**src/core/store_write_buffer_consts.svh**
```systemverilog
`ifndef STORE_WRITE_BUFFER_CONSTS_SVH
`define STORE_WRITE_BUFFER_CONSTS_SVH

// Queue geometry
`define SWB_DEPTH 16
`define SWB_ADDR_W 32
`define SWB_DATA_W 32
// Disable bit position in the core configuration register
`define SWB_CFG_DISABLE_BIT 22

`endif

```
**src/core/store_write_buffer_pkg.sv**
```systemverilog
package store_write_buffer_pkg;
    // Bus drain state
    typedef enum logic [1:0] {
        BUS_IDLE = 2'b01,
        BUS_WAIT = 2'b10
    } bus_state_type;
endpackage

```
**src/core/store_fifo.sv**
```systemverilog
`timescale 1ns/1ps
`include "store_write_buffer_consts.svh"

module store_fifo #(
    parameter int DEPTH = `SWB_DEPTH,
    parameter int WIDTH = 64
) (
    input wire logic i_clk,
    input wire logic i_rst_n,
    input wire logic i_push,
    input wire logic [WIDTH-1:0] i_data,
    input wire logic i_pop,
    output logic [WIDTH-1:0] o_data,
    output logic o_empty,
    output logic o_full,
    output logic [$clog2(DEPTH):0] o_count
);
    localparam int AW = $clog2(DEPTH);
    logic [WIDTH-1:0] mem_r [DEPTH];
    logic [AW-1:0] wr_ptr_r;
    logic [AW-1:0] rd_ptr_r;
    logic [AW:0] count_r;
    wire do_push = i_push && !o_full;
    wire do_pop = i_pop && !o_empty;

    assign o_empty = (count_r == '0);
    assign o_full = (count_r == (AW+1)'(DEPTH));
    assign o_count = count_r;
    assign o_data = mem_r[rd_ptr_r];

    // Storage: exactly one slot written per push
    always_ff @(posedge i_clk) begin
        if (do_push) begin
            mem_r[wr_ptr_r] <= i_data;
        end
    end

    // Pointers and occupancy
    always_ff @(posedge i_clk or negedge i_rst_n) begin
        if (!i_rst_n) begin
            wr_ptr_r <= '0;
            rd_ptr_r <= '0;
            count_r <= '0;
        end else begin
            if (do_push) wr_ptr_r <= wr_ptr_r + 1'b1;
            if (do_pop) rd_ptr_r <= rd_ptr_r + 1'b1;
            count_r <= count_r + (AW+1)'(do_push) - (AW+1)'(do_pop);
        end
    end
endmodule

```
**src/core/store_write_buffer.sv**
```systemverilog
// How it works
// RULE1 - Every uncached store and every cache store miss enters through the buffer, never directly.
// RULE2 - The buffer is a sixteen-word first-in-first-out queue drained in acceptance order.
// RULE3 - The merge latch is pushed on a non-mergeable flag, a load hit to it, or a flush or barrier.
// RULE4 - Each bus grant retires the oldest queued store onto the bus.
// RULE5 - With fifteen valid entries, a latched store and a push during a shift, one slot is used.
// RULE6 - Each accepted store appears exactly once as a bus write; the code drops a latched store that a merge overwrites.
// RULE7 - A barrier stalls the core until the buffer and latch are fully empty.
// RULE8 - Bit 22 of the core configuration register turns the buffer off entirely.
// RULE9 - With the buffer off, each write completes on the bus before the next is issued.
// RULE10 - One entry retires per grant, and core stores stall while queue and latch are full; the code still takes a store that merges into the latch.
`timescale 1ns/1ps
`include "store_write_buffer_consts.svh"

module store_write_buffer
    import store_write_buffer_pkg::*;
#(
    parameter int DEPTH = `SWB_DEPTH,
    parameter int AW = `SWB_ADDR_W,
    parameter int DW = `SWB_DATA_W
) (
    input wire logic i_clk,
    input wire logic i_rst_n,
    input wire logic [31:0] i_core_configuration_register,
    input wire logic i_st_valid,
    input wire logic [AW-1:0] i_st_addr,
    input wire logic [DW-1:0] i_st_data,
    input wire logic i_st_mergeable,
    input wire logic i_ld_valid,
    input wire logic [AW-1:0] i_ld_addr,
    input wire logic i_barrier,
    output logic o_st_ready,
    output logic o_barrier_stall,
    output logic o_bus_req,
    output logic [AW-1:0] o_bus_addr,
    output logic [DW-1:0] o_bus_data,
    input wire logic i_bus_grant,
    input wire logic i_bus_done,
    output logic o_empty
);
    localparam int CW = $clog2(DEPTH) + 1;

    logic latch_vld_r;
    logic [AW-1:0] latch_addr_r;
    logic [DW-1:0] latch_data_r;
    logic latch_merge_r;
    bus_state_type state_r;
    logic [AW-1:0] bus_addr_r;
    logic [DW-1:0] bus_data_r;
    logic [AW+DW-1:0] fifo_head;
    logic fifo_empty;
    logic fifo_full;
    logic [CW-1:0] fifo_count;

    // RULE8 disable bit select
    wire wb_off = i_core_configuration_register[`SWB_CFG_DISABLE_BIT];
    wire [AW-1:0] fifo_head_addr = fifo_head[AW+DW-1:DW];
    wire bus_idle = (state_r == BUS_IDLE);
    wire load_hit = i_ld_valid && latch_vld_r && (i_ld_addr == latch_addr_r);
    wire merge_hit = i_st_valid && latch_vld_r && latch_merge_r && i_st_mergeable
        && (i_st_addr == latch_addr_r);
    // RULE3 push causes
    wire flush_req = latch_vld_r && (!latch_merge_r || load_hit || i_barrier || wb_off
        || (i_st_valid && !merge_hit));
    // RULE5 push only with a free slot
    wire push = flush_req && !fifo_full;
    // RULE4 one retire per grant
    wire pop = bus_idle && i_bus_grant && !fifo_empty;
    wire latch_free = !latch_vld_r || push;
    wire all_empty = fifo_empty && !latch_vld_r && bus_idle;
    // RULE10 stall when latch cannot take it
    wire ready_buffered = merge_hit || latch_free;
    // RULE9 unbuffered store waits for last write
    assign o_st_ready = wb_off ? all_empty : ready_buffered;
    wire st_take = i_st_valid && o_st_ready;
    // RULE7 barrier waits for drain
    assign o_barrier_stall = i_barrier && !all_empty;
    assign o_empty = all_empty;
    // RULE9 one write outstanding via bus state
    assign o_bus_req = bus_idle && !fifo_empty;
    assign o_bus_addr = bus_addr_r;
    assign o_bus_data = bus_data_r;

    // RULE2 ordered queue
    store_fifo #(.DEPTH(DEPTH), .WIDTH(AW + DW)) u_fifo (
        .i_clk(i_clk),
        .i_rst_n(i_rst_n),
        .i_push(push),
        .i_data({latch_addr_r, latch_data_r}),
        .i_pop(pop),
        .o_data(fifo_head),
        .o_empty(fifo_empty),
        .o_full(fifo_full),
        .o_count(fifo_count)
    );

    // RULE1 merge latch capture
    always_ff @(posedge i_clk or negedge i_rst_n) begin
        if (!i_rst_n) begin
            latch_vld_r <= 1'b0;
            latch_addr_r <= '0;
            latch_data_r <= '0;
            latch_merge_r <= 1'b0;
        end else if (st_take) begin
            latch_vld_r <= 1'b1;
            latch_addr_r <= i_st_addr;
            latch_data_r <= i_st_data;
            latch_merge_r <= i_st_mergeable && !wb_off;
        end else if (push) begin
            latch_vld_r <= 1'b0;
        end
    end

    // RULE6 bus issue, single write per entry
    always_ff @(posedge i_clk or negedge i_rst_n) begin
        if (!i_rst_n) begin
            state_r <= BUS_IDLE;
            bus_addr_r <= '0;
            bus_data_r <= '0;
        end else begin
            unique case (state_r)
                BUS_IDLE: begin
                    if (pop) begin
                        state_r <= BUS_WAIT;
                        bus_addr_r <= fifo_head[AW+DW-1:DW];
                        bus_data_r <= fifo_head[DW-1:0];
                    end
                end
                BUS_WAIT: begin
                    if (i_bus_done) state_r <= BUS_IDLE;
                end
            endcase
        end
    end

    // Helper: count pushes and pops for balance checking
    logic [15:0] pushes_r;
    logic [15:0] pops_r;
    always_ff @(posedge i_clk or negedge i_rst_n) begin
        if (!i_rst_n) begin
            pushes_r <= '0;
            pops_r <= '0;
        end else begin
            pushes_r <= pushes_r + 16'(push);
            pops_r <= pops_r + 16'(pop);
        end
    end

    property p_one_slot;
        @(posedge i_clk) disable iff (!i_rst_n)
        push && !pop |=> fifo_count == $past(fifo_count) + CW'(1);
    endproperty
    a_one_slot: assert property (p_one_slot) else $error("push took more than one slot"); // RULE5

    property p_fifo_bound;
        @(posedge i_clk) disable iff (!i_rst_n)
        fifo_count <= CW'(DEPTH);
    endproperty
    a_fifo_bound: assert property (p_fifo_bound) else $error("queue over depth"); // RULE2

    property p_grant_retire;
        @(posedge i_clk) disable iff (!i_rst_n)
        bus_idle && i_bus_grant && !fifo_empty |=> state_r == BUS_WAIT
            && bus_addr_r == $past(fifo_head_addr);
    endproperty
    a_grant_retire: assert property (p_grant_retire) else $error("grant did not retire head"); // RULE4

    property p_no_req_waiting;
        @(posedge i_clk) disable iff (!i_rst_n)
        state_r == BUS_WAIT |-> !o_bus_req;
    endproperty
    a_no_req_waiting: assert property (p_no_req_waiting) else $error("second write issued"); // RULE9

    property p_balance;
        @(posedge i_clk) disable iff (!i_rst_n)
        pushes_r - pops_r == 16'(fifo_count);
    endproperty
    a_balance: assert property (p_balance) else $error("store count mismatch"); // RULE6

    property p_barrier;
        @(posedge i_clk) disable iff (!i_rst_n)
        i_barrier && !o_barrier_stall |-> pushes_r == pops_r && !latch_vld_r && state_r == BUS_IDLE;
    endproperty
    a_barrier: assert property (p_barrier) else $error("barrier released early"); // RULE7

    property p_stall_full;
        @(posedge i_clk) disable iff (!i_rst_n)
        fifo_full && latch_vld_r && !merge_hit |-> !o_st_ready;
    endproperty
    a_stall_full: assert property (p_stall_full) else $error("store taken while full"); // RULE10

    property p_flush_cause;
        @(posedge i_clk) disable iff (!i_rst_n)
        latch_vld_r && load_hit && !fifo_full |=> !latch_vld_r || $past(st_take);
    endproperty
    a_flush_cause: assert property (p_flush_cause) else $error("latch not pushed on load hit"); // RULE3

    property p_off_nomerge;
        @(posedge i_clk) disable iff (!i_rst_n)
        st_take && wb_off |=> !latch_merge_r;
    endproperty
    a_off_nomerge: assert property (p_off_nomerge) else $error("merge while disabled"); // RULE8

    property p_corner_once;
        @(posedge i_clk) disable iff (!i_rst_n)
        fifo_count == CW'(DEPTH - 1) && push && pop |=> fifo_count == CW'(DEPTH - 1);
    endproperty
    a_corner_once: assert property (p_corner_once) else $error("corner store took two slots"); // RULE5

    property p_off_wait;
        @(posedge i_clk) disable iff (!i_rst_n)
        wb_off && (latch_vld_r || state_r == BUS_WAIT || pushes_r != pops_r) |-> !o_st_ready;
    endproperty
    a_off_wait: assert property (p_off_wait) else $error("store taken before last write"); // RULE9

    property p_one_retire;
        @(posedge i_clk) disable iff (!i_rst_n)
        pop |=> !pop;
    endproperty
    a_one_retire: assert property (p_one_retire) else $error("two retires for one grant"); // RULE10

    c_full: cover property (@(posedge i_clk) fifo_full && latch_vld_r);
    c_corner: cover property (@(posedge i_clk) fifo_count == CW'(DEPTH - 1) && push && pop);
    c_barrier: cover property (@(posedge i_clk) o_barrier_stall ##1 !o_barrier_stall);
    c_merge: cover property (@(posedge i_clk) merge_hit);
endmodule

```
**config.mk**
```make
export PLATFORM = sky130hd
export DESIGN_NAME = store_write_buffer
export DESIGN_NICKNAME = d
export VERILOG_FILES = /design/src/core/store_write_buffer_pkg.sv /design/src/core/store_fifo.sv /design/src/core/store_write_buffer.sv
export VERILOG_INCLUDE_DIRS = /design/src /design/src/core
export SDC_FILE = /design/constraint.sdc
export NUM_CORES = 1
export LEC_CHECK = 0
export ABC_AREA = 1
export BUFFER_PORTS_ARGS = -buffer_cell sky130_fd_sc_hd__buf_2
export CORE_MARGIN = 2
export CORE_UTILIZATION = 30
export CTS_CLUSTER_DIAMETER = 80
export DETAILED_ROUTE_END_ITERATION = 7
export PLACE_DENSITY = 0.5
export SYNTH_ARGS = -nofsm -noshare
export SYNTH_HDL_FRONTEND = slang
export SYNTH_SLANG_ARGS = --single-unit
```
**constraint.sdc**
```tcl
create_clock -name i_clk -period 6.6 [get_ports i_clk]
set_clock_uncertainty 0.1 [all_clocks]
set_input_delay 0.66 -clock i_clk [delete_from_list [all_inputs] [get_ports i_clk]]
set_output_delay 0.66 -clock i_clk [all_outputs]
set_load 0.01 [all_outputs]
```
==> impl_summary.txt, run 1 <==
----------------------------------------------------
[Synth]
  Area share of and/or/nand/nor cells after synthesis ... under 10%
  Area share of the largest cell type after synthesis ... around two thirds
  Mux cell area share after synthesis ... 0%
  Synth Area in XOR/XNOR ... 0.9718%
  Avg Cell Area, Syn ... about 13 sq um
  Complex-gate fraction of the synthesized area ... approximately 12%
  Sequential share of the synthesized area ... about three quarters
  Synth Net Count ... approximately 3700
  Netlist area before placement ... roughly 0.046 sq mm
  Instance count of the mapped netlist ... between 3000 and 4000
  Post-synthesis cell type with the largest combined area ... edfxtp_1
  Adder-cell share of the synthesized area ... less than 1%
  Largest family of logic cells by synthesized area ... compound AO/OA/AOI/OAI gates
  Number of warnings reported in the yosys synthesis log ... 0
  Cell variety after synth ... 29
  Post-synthesis sequential element count ... between 1000 and 1500
  Top cells by area, synth ... edfxtp_1, dfrtp_1, o21ai_0

[Timing]
  Smallest hold slack ... 0.08940 ns
  Hold Vio Cnt, Final ... 0
  Number of setup violations in the final report ... 0
  Unrepaired setup endpoints after global routing ... no
  Top achievable clock speed ... 207.6 MHz
  Slew margin rel. ... 26.63%
  Summed negative setup slack over all endpoints ... 0 ns
  Portion of the clock cycle consumed by the worst path in the final layout ... between 70% and 80%
  Shortest period the worst path allows ... 4.816 ns
  Post-route setup slack ... approximately 1.8 ns
  Count of pins over their slew limit ... 0
  Worst Tran Pin Value ... around 1.1 ns

[Detailed routing]
  Initial drt markers ... 2519
  Via/cell ratio ... between 5 and 6
  Final wirelength ... 134200 um
  Total iterations of the first detailed-routing run ... 5
  DRC violations left ... 0
  Count of nets left with antenna violations after detail routing ... 0
  Mean routed wirelength per cell ... 23.24 um
  Vias ... just under 30000

[GRT]
  Initial antenna violation count ... 5
  Met3 capacity usage during global routing ... under 10%
  Total grt overflow ... 0
  Wire length of the first global-routing pass ... 194800 um
  GR met1 Demand/Resource ... 23.36%
  Global-route usage over all layers ... ~17%
  Grt peak-use layer ... met2
  Largest net degree at the start of global routing ... approximately 210
  Via count of the first global-routing pass ... between 20000 and 30000
  GR Layer Usage met2 ... 26.48%

[Worst setup path]
  Peak fanout along the critical path ... 30
  Reg2Reg Capture Point ... u_fifo.mem_r[6][23]
  FF-to-FF setup slack ... 1.78 ns
  Startpoint-to-endpoint class of the critical path ... flop to flop
  R2R depth ... 16
  Arrival time of the worst setup path ... 5.06 ns
  Kind of end point of the critical path ... flop
  Start of the worst register-to-register path ... latch_addr_r[30]
  Startpoint class of the critical path ... flop
  CP required ... 6.84 ns

[Finish]
  Share of post-route cells with drive strength above 1 ... 11.83%
  Antenna diode count ... 0
  Final layout net count ... 3784
  Commonest cells after routing, fill and taps aside ... edfxtp_1, nor2_1, o21ai_0
  Most common cell after layout, fill and taps aside ... edfxtp_1
  Filler Cell Count ... roughly 15000
  Final Instance Area ... 0.05339 sq mm
  Area Overhead vs Synth ... 16.15%

[Power]
  Internal Dissipation ... between 15 and 20 mW
  Sequential Power Share ... around 44%
  Worst ir drop on vdd ... ~0.42 mV
  Total power ... around 24 mW
  Switching share of total power ... between 30% and 40%
  Leakage power summed over all cells ... ~18 nW
  Power Dens Cells ... between 400 and 500 mW/mm^2
  Net switching component of the power ... between 8 and 9 mW
  Logic gate share of total power ... 26.4%
  Portion of total power attributed to the clock network ... between 20% and 30%

[Clocking]
  Number of buffers inserted during clock tree synthesis ... about 130
  Clock tree from TritonCTS ... done
  Clock transition at the registers of the reported paths ... about 0.060 ns
  Clock buffer depth ... 3
  Insertion delay of the later-clocked pin in the worst-skew pair ... 0.74 ns
  Number of sinks on the clock net ... between 1000 and 1500
  Root Buffer ... clkbuf_16
  Post-CTS setup buffer count ... 0
  Total number of H-tree levels ... 4

[Floorplan]
  Core region area ... between 0.15 and 0.2 sq mm
  Initial standard-cell utilization of the core ... 30.22%
  Horizontal die dimension ... 395.4 um
  Number of core rows ... 143
  I/O pin count ... 204
  Die ar. ... 0.1564 sq mm
  Die boundary height ... ~400 um

[Run]
  Max Cap Viol ... 0

[Place]
  GP Congestion ... 0.7999
  Worst Setup Slack post-DPL ... between 1.5 and 2 ns
  Placed cell areas ... a little under 0.05 sq mm
  Total of buffers placed on input and output ports ... approximately 170
  Hpwl dp ... roughly 69000 um

[Min path]
  Class of the worst hold path ... input port to flop
  Number of stages on the worst hold path ... 3
  Worst hold path endpoint ... latch_data_r[15]
  Beginning of the worst hold path ... i_st_data[15]

[Outcome]
  Outcome ... complete, no violations

----------------------------------------------------
-- layout make-up --
class	count	area, sq um	share of cell area [%]
Multi-Input combinational cell	2032	10460	19.60
Sequential cell	1169	34390	64.42
Clock inverter	48	545.5	1.022
Timing Repair Buffer	232	1375	2.576
Clock buffer	195	3787	7.094
Inverter	69	286.5	0.5367
Tap cell	2030	2540	4.758
-- per-layer routing --
metal | wire, um | up-vias
met5 | 23 | -
met4 | 3300 | 4
met3 | 7996 | 177
met2 | 61870 | 855
met1 | 61010 | 14950
li1 | - | 13360
-- through the flow --
step	utilization [%]	instances
finish	35.10	5775
global route	35.10	5775
CTS	35.10	5775
detailed placement	32.25	5531
global placement	32.25	5531
floorplan	-	3523
-- power groups by stage --
stage	registers, mW	logic [mW]	clock network (mW)
after global placement	10.8	6.43	0
final	10.7	6.43	7.27
after global routing	10.8	7.13	7.70
after CTS	10.7	6.50	7.41
after floorplan	10.3	4.18	0
after detailed placement	10.8	6.48	0
-- cell families (layout without fill, tap and decap cells) --
kind of cell,count (synthesis),in the layout
AOI/OAI and AO/OA,878,878
DFF,1169,1169
and+or+nand+nor,1091,1091
buffers and inverters,322,544
xor gates and xnor gates,51,51
adders and majority gates,12,12
-- sequential cells by signal, summed over array words and instances, names as in the netlist --
name             flops
u_fifo.mem_r      1024
latch_addr_r        32
latch_data_r        32
o_bus_addr          32
o_bus_data          32
u_fifo.o_count       5
u_fifo.rd_ptr_r      4
u_fifo.wr_ptr_r      4
state_r              2
latch_merge_r        1
latch_vld_r          1
-- worst max-delay path, stage by stage (launching register included) --
cell	delay, ns
dfrtp_1	0.93
inv_1	0.10
nand2_1	0.09
nand2_1	0.16
nand2_1	0.11
nor2_1	0.06
nand3_1	0.08
nor2_1	0.07
nand3_1	0.08
nand2_1	0.05
nand2_1	0.11
nand2_2	0.13
clkinv_1	0.18
nand2_1	0.26
nor2_4	0.70
buf_4	0.52
buf_4	0.64
-- cell usage after synthesis --
cell and number:
o21a_1 1, buf_2 13, dfrtp_1 144, nor2_1 685, a21oi_1 2, clkbuf_1 217
clkinv_1 1, nand3_1 109, buf_1 18, fa_1 1, inv_1 65, buf_6 5
o22ai_1 60, a31oi_1 65, inv_2 3, o21ai_0 553, nor3_1 3, or2_2 2
ha_1 11, nand2_2 1, a21boi_0 1, nand3_2 2, xor2_1 22, xnor2_1 29
dfstp_2 1, nand4_1 69, o221ai_1 196, nand2_1 220, edfxtp_1 1024
-- timing repair --
action	CTS	global route
hold buffers	1	0
gates resized for setup	0	0
hold endpoints to repair	66	0
-- how the worst max path moves through the flow --
stage | startpoint | endpoint | slack (ns) | cells after the start
final | latch_addr_r[30] | u_fifo.mem_r[6][23] | 1.78 | 16
after global routing | latch_addr_r[23] | u_fifo.mem_r[6][23] | 1.51 | 16
after CTS | latch_addr_r[23] | u_fifo.mem_r[4][23] | 1.72 | 16
after detailed placement | latch_addr_r[23] | u_fifo.mem_r[4][32] | 1.75 | 16
after global placement | latch_addr_r[30] | u_fifo.mem_r[6][32] | 1.73 | 16
after floorplan | i_ld_addr[28] | u_fifo.mem_r[11][0] | 1.75 | 10
No activity file was read; power rests on OpenSTA's default activity.
==> inputs of run 2 (changes only) <==
==> constraint.sdc (replaced) <==
create_clock -name i_clk -period 4.71 [get_ports i_clk]
set_clock_uncertainty 0.1 [all_clocks]
set_input_delay 0.471 -clock i_clk [delete_from_list [all_inputs] [get_ports i_clk]]
set_output_delay 0.471 -clock i_clk [all_outputs]
set_load 0.01 [all_outputs]
==> run 2 against run 1 <==
First-iteration DRC count down 0.71%; largest cell class unchanged; register-to-register slack worse by 0.91 ns; core utilization up 0.45 points; critical path depth unchanged; setup slack worse by 1.2 ns; non-clock buffer count up 80.
==> impl_summary.txt, run 2 (synthesized netlist as in run 1, its figures left out) <==
----------------------------------------------------
[Timing]
  Worst Tran Pin Value ... ~1.1 ns
  Count of pins over their slew limit ... 0
  Portion of the clock cycle consumed by the worst path in the final layout ... between 80% and 90%
  Shortest period the worst path allows ... just over 4 ns
  Slew margin rel. ... around 25%
  Unrepaired setup endpoints after global routing ... no
  Hold Vio Cnt, Final ... 0
  Number of setup violations in the final report ... 0
  Summed negative setup slack over all endpoints ... 0 ns
  Top achievable clock speed ... 242.0 MHz

[Detailed routing]
  Final wirelength ... roughly 130000 um
  Vias ... ~29000
  DRC violations left ... 0
  Via/cell ratio ... roughly 5
  Total iterations of the first detailed-routing run ... 7
  Count of nets left with antenna violations after detail routing ... 0
  Initial drt markers ... around 2500
  Mean routed wirelength per cell ... 22.91 um

[Worst setup path]
  FF-to-FF setup slack ... 0.87 ns
  Family with the most delay on the worst path ... simple AND/OR/NAND/NOR gates
  R2R depth ... 17
  Most frequent cell on the critical path ... nand2_1
  Startpoint class of the critical path ... flop
  Series of cell instances along the critical path ... inv_1 -> nand2_1 -> nand2_1 -> nor2_1 -> nand2_1 -> nor2_1 -> nand3_1 -> nor2_1 -> nor2_1 -> nand2_1 -> nand2_2 -> nand3_4 -> buf_4 -> nand2_1 -> inv_1 -> buf_2
  Reg2Reg Capture Point ... latch_merge_r
  CP required ... 4.14 ns
  Peak fanout along the critical path ... 48
  Cell at the slowest stage of the critical path ... dfrtp_1
  Start of the worst register-to-register path ... latch_addr_r[1]
  Kind of end point of the critical path ... output pin
  Arrival time of the worst setup path ... between 3 and 4 ns
  CP max stage delay ... slightly above 0.8 ns
  Startpoint-to-endpoint class of the critical path ... flop to output pin
  Buffers plus inverters on the worst setup path ... 4

[Clocking]
  Root Buffer ... clkbuf_16
  Clock transition at the registers of the reported paths ... around 0.06 ns
  Clock tree from TritonCTS ... done
  Number of sinks on the clock net ... approximately 1200
  Number of buffers inserted during clock tree synthesis ... 120
  Clock buffer depth ... 3
  Total number of H-tree levels ... 3
  Insertion delay of the later-clocked pin in the worst-skew pair ... roughly 0.71 ns

[GRT]
  Wire length of the first global-routing pass ... between 150000 and 200000 um
  Via count of the first global-routing pass ... around 29000
  Total grt overflow ... 0
  Initial antenna violation count ... 2
  Largest net degree at the start of global routing ... around 190
  Global-route usage over all layers ... about 17%

[Min path]
  Number of stages on the worst hold path ... 3
  Beginning of the worst hold path ... i_st_addr[26]
  Class of the worst hold path ... input port to flop
  Worst hold path endpoint ... latch_addr_r[26]

[Place]
  GP Congestion ... between 0.7 and 0.8
  Placed cell areas ... slightly below 0.05 sq mm
  Hpwl dp ... 68830 um
  Total of buffers placed on input and output ports ... 172

[Run]
  Max Cap Viol ... 0

[Finish]
  Share of post-route cells with drive strength above 1 ... 12.34%
  Filler Cell Count ... 14840
  Final Instance Area ... 0.05407 sq mm
  Final layout net count ... between 3000 and 4000
  Commonest cells after routing, fill and taps aside ... edfxtp_1, nor2_1, o21ai_0
  Most flops, register ... u_fifo.mem_r
  Area Overhead vs Synth ... 17.63%
  Max reg flops ... approximately 1000
  Most common cell after layout, fill and taps aside ... edfxtp_1
  Share of the core filled with cells in the final layout ... between 30% and 40%

[Floorplan]
  Initial standard-cell utilization of the core ... 30.22%
  Horizontal die dimension ... 395.4 um
  I/O pin count ... roughly 200
  Number of core rows ... 143
  Die ar. ... between 0.15 and 0.2 sq mm
  Die boundary height ... between 300 and 400 um
  Core region area ... 0.1521 sq mm

[Outcome]
  Outcome ... complete, no violations

[Power]
  Leakage power summed over all cells ... 18.19 nW
  Power Dens Cells ... 624.0 mW/mm^2
  Worst ir drop on vdd ... between 0.3 and 0.4 mV

----------------------------------------------------
## run 2: how the worst max path moves through the flow
stage | startpoint | endpoint | slack, ns | cells past startpoint
final | latch_addr_r[1] | o_st_ready | 0.58 | 16
after global routing | latch_addr_r[23] | o_st_ready | 0.32 | 16
after CTS | latch_addr_r[23] | o_st_ready | 0.51 | 16
after detailed placement | latch_addr_r[25] | u_fifo.mem_r[0][1] | 1.14 | 15
after global placement | latch_addr_r[23] | u_fifo.mem_r[0][0] | 1.13 | 15
after floorplan | latch_addr_r[9] | u_fifo.mem_r[11][0] | -0.08 | 14
## run 2: worst register-to-register path: cells and delay by family, from the launching register on
kind | cells | cell delay (ns)
and+or+nand+nor | 13 | 1.15
DFF | 1 | 0.81
buffers and inverters | 4 | 1.70
## run 2: power breakdown
part           switching (mW)  internal [mW]  leakage (nW)
combinational            6.74           2.84          5.20
clock                    3.97           5.57          1.96
sequential               1.29           13.3          11.0
total                    12.0           21.7          18.2
## run 2: stage by stage
step	instances	setup WS, ns	total power, mW	hold WS, ns
after global placement	5554	1.130	24.42	0.3953
after CTS	5840	0.5120	34.13	0.02948
after global routing	5840	0.3164	35.61	0.02647
final	5842	0.5783	33.74	0.05220
after detailed placement	5554	1.141	24.53	0.3978
after floorplan	3523	-0.07744	20.33	0.07541
## run 2: layout make-up
class | instances | area [sq um] | share of cell area, %
multi-input combinational | 2032 | 10460 | 19.35
tap | 2030 | 2540 | 4.697
antenna | 2 | 5.005 | 0.009256
timing repair buffer | 312 | 2394 | 4.427
clock inverter | 51 | 449.2 | 0.8307
inverter | 69 | 286.5 | 0.5299
clock buffer | 177 | 3543 | 6.553
sequential | 1169 | 34390 | 63.61
## run 2: what timing repair did
item,CTS,global route
setup buffers,0,0
hold buffers,58,0
endpoints found under the hold margin,109,0
resized for setup,0,0
## run 2: layer usage
| metal | share of wire [%] | vias up | GRT usage (%) |
|---|---|---|---|
| li1 | - | 13500 | - |
| met1 | 46 | 14860 | 23.44 |
| met2 | 47 | 750 | 27.10 |
| met3 | 5.2 | 170 | 2.731 |
| met4 | 2.0 | 0 | 4.040 |
| met5 | 0 | - | 0 |
